===== src/rtl/acn_pkg.sv =====
// Purpose: Shared constants for the action command engine
// Assumes: Command blocks live in host memory, 32-bit words
// Notes: Offsets are byte offsets inside a command block
package acn_pkg;
    // Command word fields
    localparam int EOL_BIT = 31;
    localparam int SUSPEND_BIT = 30;
    localparam int INTR_BIT = 29;
    localparam int OPC_HI = 18;
    localparam int OPC_LO = 16;
    localparam int DONE_BIT = 15;
    localparam int OK_BIT = 13;
    // Opcodes
    localparam logic [2:0] OPC_NOP = 3'h0;
    localparam logic [2:0] OPC_ADDR = 3'h1;
    // Block layout and burst
    localparam logic [31:0] OFS_LINK = 32'h0000_0004;
    localparam logic [31:0] OFS_ADDR = 32'h0000_0008;
    localparam logic [2:0] BURST_WORDS = 3'h4;
    localparam logic [2:0] ADDR_BYTES = 3'h6;
    // Reset value of the station address
    localparam logic [47:0] ADDR_RESET = 48'hFFFF_FFFF_FFFF;
    // Control state codes
    typedef enum logic [2:0] {
        ST_IDLE = 3'b000,
        ST_FETCH = 3'b001,
        ST_EXEC = 3'b010,
        ST_WAIT = 3'b011,
        ST_STATUS = 3'b100,
        ST_SUSP = 3'b101
    } acn_state_t;
endpackage


===== src/rtl/acn_addr_loader.sv =====
// Purpose: Byte machine that loads the station address register
// Assumes: Bytes arrive from the transmit FIFO, first wire byte first
// Notes: Raises done for one cycle after the sixth byte
`timescale 1ns/1ps
`default_nettype none
module acn_addr_loader (
    input wire logic core_clk,
    input wire logic rst_n,
    input wire logic start,
    input wire logic byte_valid,
    input wire logic [7:0] byte_data,
    output logic byte_ready,
    output logic [47:0] station_address,
    output logic done
);
    logic [47:0] addr_q, addr_d;
    logic [2:0] cnt_q, cnt_d;
    logic busy_q, busy_d;
    logic done_q, done_d;

    // ------------------------------------------------------------
    // Next-state logic
    // ------------------------------------------------------------
    // Byte one lands in bits 7:0 so the low byte goes out first
    always_comb begin
        addr_d = addr_q;
        cnt_d = cnt_q;
        busy_d = busy_q;
        done_d = 1'b0;
        if (start) begin
            busy_d = 1'b1;
            cnt_d = 3'h0;
        end else if (busy_q && byte_valid) begin
            addr_d[cnt_q*8 +: 8] = byte_data;
            cnt_d = cnt_q + 3'h1;
            if (cnt_q == acn_pkg::ADDR_BYTES - 3'h1) begin
                busy_d = 1'b0;
                done_d = 1'b1;
            end
        end
    end

    // Register stage
    // RULE16 - broadcast address at reset
    always_ff @(posedge core_clk or negedge rst_n) begin
        if (!rst_n) begin
            addr_q <= acn_pkg::ADDR_RESET;
            cnt_q <= 3'h0;
            busy_q <= 1'b0;
            done_q <= 1'b0;
        end else begin
            addr_q <= addr_d;
            cnt_q <= cnt_d;
            busy_q <= busy_d;
            done_q <= done_d;
        end
    end

    assign byte_ready = busy_q;
    assign station_address = addr_q;
    assign done = done_q;
endmodule
`default_nettype wire


===== src/rtl/acn_cmd_unit.sv =====
// Purpose: Command unit executing no-op and station address setup
// Assumes: Simple word read/write memory port, same clock
// Notes: Other opcodes finish with the success flag clear
//
// Contract
// RULE1 - link plus base gives next address
// RULE2 - bit 31 marks last block
// RULE3 - last block sends unit idle
// RULE4 - idle move raises idle event
// RULE5 - bit 30 suspends, event if configured
// RULE6 - bit 29 alone raises done event
// RULE7 - host zeroes reserved bits 28:19
// RULE8 - opcode bits 18:16 select command
// RULE9 - host clears completion flag first
// RULE10 - device sets completion bit 15
// RULE11 - bit 13 set means no error
// RULE12 - no-op only fetches and chains
// RULE13 - no-op status has both flags set
// RULE14 - keep 48-bit station address register
// RULE15 - insert source only when skip clear
// RULE16 - reset loads all-ones address
// RULE17 - address bytes at 08h and 0Ch
// RULE18 - byte one is first on wire
// RULE19 - address goes via transmit DMA, FIFO
// RULE20 - start DMA at byte one, count six
// RULE21 - wait for byte machine finish
// RULE22 - fetch four words in one burst
// RULE23 - then update control block status
// RULE24 - address setup status both flags set
`timescale 1ns/1ps
`default_nettype none
module acn_cmd_unit (
    input wire logic core_clk,
    input wire logic rst_n,
    input wire logic start_req,
    input wire logic resume_req,
    input wire logic [31:0] unit_base,
    input wire logic [31:0] start_offset,
    input wire logic suspend_event_en,
    input wire logic skip_source_insert,
    output logic mem_req,
    output logic mem_we,
    output logic [31:0] mem_addr,
    output logic [31:0] mem_wdata,
    output logic mem_burst,
    input wire logic mem_gnt,
    input wire logic mem_rvalid,
    input wire logic [31:0] mem_rdata,
    output logic dma_start,
    output logic [31:0] dma_addr,
    output logic [2:0] dma_count,
    input wire logic fifo_valid,
    input wire logic [7:0] fifo_data,
    output logic fifo_ready,
    output logic [47:0] station_address,
    output logic [47:0] tx_source,
    output logic tx_source_insert,
    output logic [1:0] unit_state,
    output logic unit_idle_event,
    output logic unit_not_active_event,
    output logic command_done_event,
    output logic scb_status_update
);
    acn_pkg::acn_state_t state_q, state_d;
    logic [31:0] blk_q, blk_d;
    logic [31:0] next_q, next_d;
    logic [31:0] cmd_q, cmd_d;
    logic [2:0] rcnt_q, rcnt_d;
    logic issued_q, issued_d;
    logic ok_q, ok_d;
    logic idle_ev_q, idle_ev_d;
    logic na_ev_q, na_ev_d;
    logic done_ev_q, done_ev_d;
    logic scb_q, scb_d;
    logic dma_q, dma_d;
    logic addr_done;
    logic [2:0] opcode;

    // ------------------------------------------------------------
    // Command word decode
    // ------------------------------------------------------------
    // Saved word only, so host edits after the fetch are ignored
    // RULE8 - opcode field decode
    assign opcode = cmd_q[acn_pkg::OPC_HI:acn_pkg::OPC_LO];

    // ------------------------------------------------------------
    // Station address byte machine
    // ------------------------------------------------------------
    // RULE14 - one register for match and source
    acn_addr_loader u_loader (
        .core_clk(core_clk),
        .rst_n(rst_n),
        .start(dma_q),
        .byte_valid(fifo_valid),
        .byte_data(fifo_data),
        .byte_ready(fifo_ready),
        .station_address(station_address),
        .done(addr_done)
    );

    // Skip gates the use only, the stored address stays intact
    // RULE15 - source used only with skip clear
    assign tx_source = station_address;
    assign tx_source_insert = !skip_source_insert;

    // ------------------------------------------------------------
    // Sequencer next-state logic
    // ------------------------------------------------------------
    always_comb begin
        state_d = state_q;
        blk_d = blk_q;
        next_d = next_q;
        cmd_d = cmd_q;
        rcnt_d = rcnt_q;
        issued_d = issued_q;
        ok_d = ok_q;
        idle_ev_d = 1'b0;
        na_ev_d = 1'b0;
        done_ev_d = 1'b0;
        scb_d = 1'b0;
        dma_d = 1'b0;
        unique case (state_q)
            acn_pkg::ST_IDLE, acn_pkg::ST_SUSP: begin
                // Start wins over resume when both arrive
                if (start_req) begin
                    // RULE1 - block address from base
                    blk_d = unit_base + start_offset;
                    state_d = acn_pkg::ST_FETCH;
                    rcnt_d = 3'h0;
                    issued_d = 1'b0;
                end else if (resume_req &&
                             state_q == acn_pkg::ST_SUSP) begin
                    blk_d = next_q;
                    state_d = acn_pkg::ST_FETCH;
                    rcnt_d = 3'h0;
                    issued_d = 1'b0;
                end
            end
            acn_pkg::ST_FETCH: begin
                // RULE22 - one four-word burst
                // Words are counted, the grant only ends the request
                if (mem_gnt) begin
                    issued_d = 1'b1;
                end
                if (mem_rvalid) begin
                    rcnt_d = rcnt_q + 3'h1;
                    if (rcnt_q == 3'h0) begin
                        cmd_d = mem_rdata;
                    end
                    if (rcnt_q == 3'h1) begin
                        // RULE1 - save next block address
                        next_d = unit_base + mem_rdata;
                    end
                    if (rcnt_q == acn_pkg::BURST_WORDS - 3'h1) begin
                        state_d = acn_pkg::ST_EXEC;
                    end
                end
            end
            acn_pkg::ST_EXEC: begin
                unique case (opcode)
                    // RULE12 - no-op just finishes
                    // RULE13 - no-op is successful
                    acn_pkg::OPC_NOP: begin
                        ok_d = 1'b1;
                        state_d = acn_pkg::ST_STATUS;
                        issued_d = 1'b0;
                    end
                    // RULE19 - address passes through DMA
                    // RULE20 - DMA from byte one
                    acn_pkg::OPC_ADDR: begin
                        dma_d = 1'b1;
                        state_d = acn_pkg::ST_WAIT;
                    end
                    default: begin
                        // Unknown opcodes complete with an error
                        ok_d = 1'b0;
                        state_d = acn_pkg::ST_STATUS;
                        issued_d = 1'b0;
                    end
                endcase
            end
            acn_pkg::ST_WAIT: begin
                // RULE21 - hold until register updated
                // No time limit: a stalled byte feed stalls the chain
                if (addr_done) begin
                    // RULE24 - setup reports success
                    ok_d = 1'b1;
                    state_d = acn_pkg::ST_STATUS;
                    issued_d = 1'b0;
                end
            end
            acn_pkg::ST_STATUS: begin
                // Events only once the status write is taken
                if (mem_gnt) begin
                    // RULE23 - control block status updated
                    scb_d = 1'b1;
                    // RULE6 - done event only with bit 29
                    done_ev_d = cmd_q[acn_pkg::INTR_BIT];
                    if (cmd_q[acn_pkg::EOL_BIT]) begin
                        // RULE2 - last block in chain
                        // RULE3 - unit goes idle
                        // RULE4 - idle move always signalled
                        state_d = acn_pkg::ST_IDLE;
                        idle_ev_d = 1'b1;
                    end else if (cmd_q[acn_pkg::SUSPEND_BIT]) begin
                        // RULE5 - suspend, event when enabled
                        state_d = acn_pkg::ST_SUSP;
                        na_ev_d = suspend_event_en;
                    end else begin
                        blk_d = next_q;
                        state_d = acn_pkg::ST_FETCH;
                        rcnt_d = 3'h0;
                    end
                end
            end
            default: begin
                // Illegal code falls back to idle
                state_d = acn_pkg::ST_IDLE;
            end
        endcase
    end

    // ------------------------------------------------------------
    // Sequencer registers
    // ------------------------------------------------------------
    always_ff @(posedge core_clk or negedge rst_n) begin
        if (!rst_n) begin
            state_q <= acn_pkg::ST_IDLE;
            blk_q <= 32'h0000_0000;
            next_q <= 32'h0000_0000;
            cmd_q <= 32'h0000_0000;
            rcnt_q <= 3'h0;
            issued_q <= 1'b0;
            ok_q <= 1'b0;
            idle_ev_q <= 1'b0;
            na_ev_q <= 1'b0;
            done_ev_q <= 1'b0;
            scb_q <= 1'b0;
            dma_q <= 1'b0;
        end else begin
            state_q <= state_d;
            blk_q <= blk_d;
            next_q <= next_d;
            cmd_q <= cmd_d;
            rcnt_q <= rcnt_d;
            issued_q <= issued_d;
            ok_q <= ok_d;
            idle_ev_q <= idle_ev_d;
            na_ev_q <= na_ev_d;
            done_ev_q <= done_ev_d;
            scb_q <= scb_d;
            dma_q <= dma_d;
        end
    end

    // ------------------------------------------------------------
    // Memory port
    // ------------------------------------------------------------
    // Read burst in fetch, single status write at the end
    // Address stays on the block, so status lands at offset 0
    always_comb begin
        mem_req = 1'b0;
        mem_we = 1'b0;
        mem_burst = 1'b0;
        mem_addr = blk_q;
        mem_wdata = 32'h0000_0000;
        if (state_q == acn_pkg::ST_FETCH && !issued_q) begin
            mem_req = 1'b1;
            mem_burst = 1'b1;
        end else if (state_q == acn_pkg::ST_STATUS) begin
            mem_req = 1'b1;
            mem_we = 1'b1;
            // RULE10 - completion flag set
            mem_wdata[acn_pkg::DONE_BIT] = 1'b1;
            // RULE11 - success flag per outcome
            mem_wdata[acn_pkg::OK_BIT] = ok_q;
            // Command half kept so the host sees its word intact
            mem_wdata[31:16] = cmd_q[31:16];
        end
    end

    // ------------------------------------------------------------
    // Transmit DMA request
    // ------------------------------------------------------------
    // RULE17 - address bytes start at offset 08h
    // RULE18 - byte one taken first
    assign dma_addr = blk_q + acn_pkg::OFS_ADDR;
    assign dma_count = acn_pkg::ADDR_BYTES;
    assign dma_start = dma_q;

    // ------------------------------------------------------------
    // Status outputs
    // ------------------------------------------------------------
    // Coarse state: 0 idle, 1 suspended, 2 active
    assign unit_state = (state_q == acn_pkg::ST_IDLE) ? 2'h0 :
                        (state_q == acn_pkg::ST_SUSP) ? 2'h1 : 2'h2;
    assign unit_idle_event = idle_ev_q;
    assign unit_not_active_event = idle_ev_q | na_ev_q;
    assign command_done_event = done_ev_q;
    assign scb_status_update = scb_q;
endmodule
`default_nettype wire


===== config.mk =====
export PLATFORM = sky130hd
export DESIGN_NAME = acn_cmd_unit
export DESIGN_NICKNAME = d
export VERILOG_FILES = /design/src/rtl/acn_pkg.sv /design/src/rtl/acn_addr_loader.sv /design/src/rtl/acn_cmd_unit.sv
export SDC_FILE = /design/constraint.sdc
export NUM_CORES = 1
export LEC_CHECK = 0
export ABC_CLOCK_PERIOD_IN_PS = 2200
export BUFFER_PORTS_ARGS = -buffer_cell sky130_fd_sc_hd__buf_2
export CORE_UTILIZATION = 40
export DETAILED_ROUTE_END_ITERATION = 6
export GPL_TIMING_DRIVEN = 1
export PLACE_DENSITY = 0.74
export SYNTH_ARGS = -nofsm -noshare
export SYNTH_HDL_FRONTEND = slang
export SYNTH_SLANG_ARGS = --single-unit

===== constraint.sdc =====
create_clock -name core_clk -period 2.2 [get_ports core_clk]
set_input_delay 0.22 -clock core_clk [delete_from_list [all_inputs] [get_ports core_clk]]
set_output_delay 0.22 -clock core_clk [all_outputs]
set_load 0.05 [all_outputs]

======== Word-level counts from Yosys, hierarchy flattened ========
Cells that the tools add are included.
word-level totals
  register bits ........................... 162
  latch bits .............................. 0
  RAM bits ................................ 0
  memory bits (read-only) ................. 0
  output and inout bits ................... 207
  memories kept ........................... 0
cells by class
  add/subtract/negate cells ............... 6
  $mul .................................... 0
  div/mod/pow operators ................... 0
  magnitude comparators ................... 0
  eq/ne operators ......................... 18
  shifts and indexed selects .............. 2
  multiplexer cells ....................... 64
  bitwise operators ....................... 2
  reductions and logical operators ........ 24
operators by type and width
  cell                                                                      number
  32-bit two-way mux                                                        5
  32-bit adder                                                              2
  32-bit one-hot mux with 2 select lines                                    1
  3-bit two-way mux                                                         17
  48-bit bitwise mux                                                        1
  8-bit by 34-bit variable shift with 48-bit output (first input constant)  1
  8-bit by 34-bit indexed part select with 48-bit output                    1
  17-bit two-way mux                                                        2
  6-bit negation with 34-bit output                                         1
  32-bit by 4-bit adder with 32-bit output (second input constant)          1
  1-bit two-way mux                                                         31
  3-bit one-hot mux with 5 select lines                                     1
  5-bit AND reduction                                                       3
  2-bit inequality test (second input constant)                             7
  3-bit by 1-bit equality test with 1-bit output (second input constant)    3
  3-bit by 2-bit equality test with 1-bit output (second input constant)    3
  3-bit equality test (second input constant)                               3
  3-bit zero test                                                           3
  3-bit one-hot mux with 3 select lines                                     1
  3-bit AND reduction                                                       3
  2-bit nonzero test                                                        4
  3-bit by 1-bit adder with 3-bit output (second input constant)            2
  6-bit AND reduction                                                       1
  2-bit two-way mux                                                         2
  other kinds (12)                                                          17

======== Logic depth before layout (Yosys ltp) ========
  depth after elaboration ................. 5
  depth in mapped cells ................... 12

======== Cells and area by module ========
From an unflattened synthesis, not the netlist that was laid out.
unflattened totals
  cells, all modules ...................... 1235
  area total of the unflattened synthesis .. 10984.3 um2
modules (own cells, without submodules)
  module           times used  cells an instance  area each (um2)
  acn_cmd_unit     1           1036               8421.8
  acn_addr_loader  1           199                2562.5

======== Worst setup path before layout ========
OpenSTA, ideal clock, no wires.
  path kind ............................... reg2out
  from .................................... reg blk_q[4], in the netlist mem_addr[4]
  to ...................................... out dma_addr[31]
  data arrival time ....................... 3.031 ns
  required time ........................... 1.980 ns
  path slack .............................. -1.051 ns
  cell stages (with the launch flop) ...... 10
  path buffers ............................ 0
  path through ............................ dfrtp_1 > ha_1 > nand3_1 > nor2_1 > and2_1 > and3_1 > and3_1 > nor2b_1 > nand4_1 > xnor2_1
on the way
  longest elaborated chain between the ends .. 1
RTL lines
  what                                      RTL line             source
  from (decl)                               acn_cmd_unit.sv:65   logic [31:0] blk_q, blk_d;
  from (signal assigned)                    acn_cmd_unit.sv:242  blk_q <= blk_d;
  32-bit by 4-bit adder with 32-bit output  acn_cmd_unit.sv:287  assign dma_addr = blk_q + acn_pkg::OFS_ADDR;
  to (decl)                                 acn_cmd_unit.sv:50   output logic [31:0] dma_addr,
Every way passes these cells.

======== Worst setup path in the final report ========
Ends and elaborated chain as after synthesis.

==> qor.yml <==
tns_ns: -7.69
tightest_slew_ns: 0.603
clockBufferDepth: 2
fin_ws_ns: -0.473
required_ns: 1.98
synth_commonest_cells: "nand2_1 (156), dfrtp_1 (98), o21ai_0 (94)"
hpwl_um: 25600
wl_um: 33100
syn-instance-count: 1154
path_delay_family: "simple AND/OR/NAND/NOR gates"
final_nets: 1808
maxSlewHeadroom: 0.598
synth.distinct_cells: 67
die_area_um2: 26200
antenna_left: 0
violations: "negative setup slack"
numClockSinks: 146
cts_made_buffers: 17
gp_congestion: 0.922
skew_ns: 0.0126
cts_tree: "yes"
worstPathArrival_ns: 2.45
ir_worst_vdd_mv: 1.11
finalCritPeriodShare: 1.22
power.density_nw_per_um2: 1320
syn_area_per_cell_um2: 8.87
synth-edff-count: 0
crit_buf_inv: 1
die_y_um: 162
io_pins: 320
crit_chain: "ha_4 > nand3_4 > nor2_4 > and2_4 > and3_4 > and3_4 > nor2b_4 > nand4_1 > xnor2_4 > buf_6"
min_path_type: "primary input to flop"
dr_total_vias: 10200
io_buffers: 302
grt_pass1_wl_um: 49900
grtUsageTotal: 0.242
drc: 0
ys_seq_elements: 146
core_um2: 25100
synth_async_sr_flop_share: 1.00
rsz0062_at_grt: "yes"
synth_top_area_frac: 0.240
synth_largest_area_cell: "dfrtp_1"
path_clk_slew_ns: 0.07
cp_slowest_cell: "dfrtp_2"
crit_path_max_incr_delay_ns: 0.39
period_minus_slack_ns: 2.67
grt_pass1_vias: 9562
antenna_found_initial: 2
via_per_inst: 5.19
first_iter_violations: 789
final-hold-violation-count: 0
grt_max_degree: 63
cp-start-kind: "flop"
syn_to_final_growth_pct: 50.1
initial_core_util: 0.408
yosys_warnings: 0
max_freq_ghz: 0.374
clockRootBuffer: "clkbuf_16"
die_x_um: 162
num_rows: 58
cts_max_level: 4
criticalPathCategory: "flop to output pin"
yosysMostFrequentCell: "nand2_1"
syn_area_um2: 10200
status: "complete, but fails checks"
wire_per_inst_um: 16.9
max-cap-violations: 0
drtPass1Iterations: 6
synth_seq_area_share: 0.363
power_leakage_nw: 7.56
setup_viol: 27
drv_slew: 0
drive_above_1_share: 0.499
synth.area.top_cells: "dfrtp_1 (24%), dfstp_2 (12%), ha_1 (8.8%)"
crit_path_max_fanout: 3
setup.worst_path.end_class: "output pin"
antennaDiodeCount: 0
clk_latency_ns: 0.43
cp_common_cell: "and3_4"
power.total_mw: 20.2
gr-total-overflow: 0
synth_flop_cell: "dfrtp_1"
worst register-to-register path: cells and delay by family (launching register included):
kind / cells / cell delay, ns
DFF: 1 / 0.38
buffers and inverters: 3 / 0.53
and+or+nand+nor: 3 / 0.33
AOI/OAI and AO/OA: 3 / 0.76
cell type report:
class	instances	area, um2
Clock buffer	18	429
Clock inverter	14	145
Fill cell	2038	9750
Inverter	35	131
Multi-Input combinational cell	884	6870
Sequential cell	146	3730
Tap cell	330	413
Timing Repair Buffer	537	3650
timing repair:
action,in CTS,in global routing
hold endpoints to repair,28,0
hold buffers,1,0
pin swaps,30,58
setup buffers,9,23
gates resized for setup,74,99
endpoints found under the setup margin,65,88
kinds of logic after synthesis:
group           synth area share
simple gates               0.168
compound gates             0.173
flops                      0.363
buf+inv                   0.0763
xor+xnor                  0.0753
fa+ha+maj                 0.0919
mux                       0.0512
other cells             0.000734
power breakdown:
| group | internal (mW) | switching, mW | total, mW |
|---|---|---|---|
| clock network | 1.60 | 1.29 | 2.89 |
| registers | 4.01 | 0.810 | 4.82 |
| logic | 4.10 | 8.42 | 12.5 |
flip-flops by register name (all words and copies together), names as in the netlist, 3 cells and up:
register and count:
u_loader.cnt_q 3, state_q 3, next_q 32, cmd_q 16, u_loader.station_address 48, mem_addr 32, rcnt_q 3
layout by cell type (no fill, tap or decap), types with 8 or more instances in the layout:
cell type	netlist	routed
dfstp_2	48	48
and2_2	0	9
buf_12	0	8
buf_6	0	43
nand2b_1	10	10
nor2_1	73	66
dfrtp_1	98	88
ha_4	0	18
xnor2_4	0	8
and2_1	27	17
nor3_1	22	20
a21oi_1	72	55
dfrtp_2	0	10
xor2_1	36	32
ha_1	72	54
mux2_2	43	43
nand2_1	156	148
and3_1	16	12
o21ai_1	8	15
a21o_1	28	28
a21oi_2	2	18
nand4_1	10	10
xnor2_2	0	11
clkbuf_16	0	17
buf_2	0	262
conb_1	2	17
inv_1	35	34
xnor2_1	52	33
a31oi_1	15	15
buf_4	69	221
a211oi_1	10	9
o21ai_0	94	83
nand3_1	37	29
stage by stage:
stage / utilization / setup slack [ns] / hold WS (ns) / area (um2) / instances
global placement: 0.551 / -0.872 / 0.248 / 13800 / 1905
CTS: 0.587 / -0.517 / 0.00825 / 14700 / 1945
floorplan: - / -0.601 / -0.0756 / 10900 / 1169
finish: 0.612 / -0.473 / 0.0202 / 15400 / 1964
detailed placement: 0.551 / -0.903 / 0.251 / 13800 / 1905
global route: 0.612 / -0.570 / 0.0147 / 15400 / 1964
layer usage:
layer | up-vias | routed length, um | GRT usage
li1 | 4927 | - | -
met1 | 4801 | 14500 | 0.318
met2 | 414 | 16100 | 0.412
met3 | 49 | 1830 | 0.0355
met4 | 4 | 629 | 0.0686
met5 | - | 18 | 0
final timing paths:
| path | from | end | slack, ns | cells after the start |
|---|---|---|---|---|
| max | mem_addr[4] | dma_addr[31] | -0.47 | 10 |
| min | suspend_event_en | na_ev_q | 0.02 | 3 |
| max reg2reg | state_q[0] | mem_addr[29] | 0.10 | 9 |
| min reg2reg | next_q[7] | next_q[7] | 0.48 | 2 |
| max in group asynchronous | rst_n | u_loader.station_address[11] | 1.19 | 3 |
| min in group asynchronous | rst_n | next_q[17] | 0.38 | 2 |
Power figures use the tool's default switching activity.
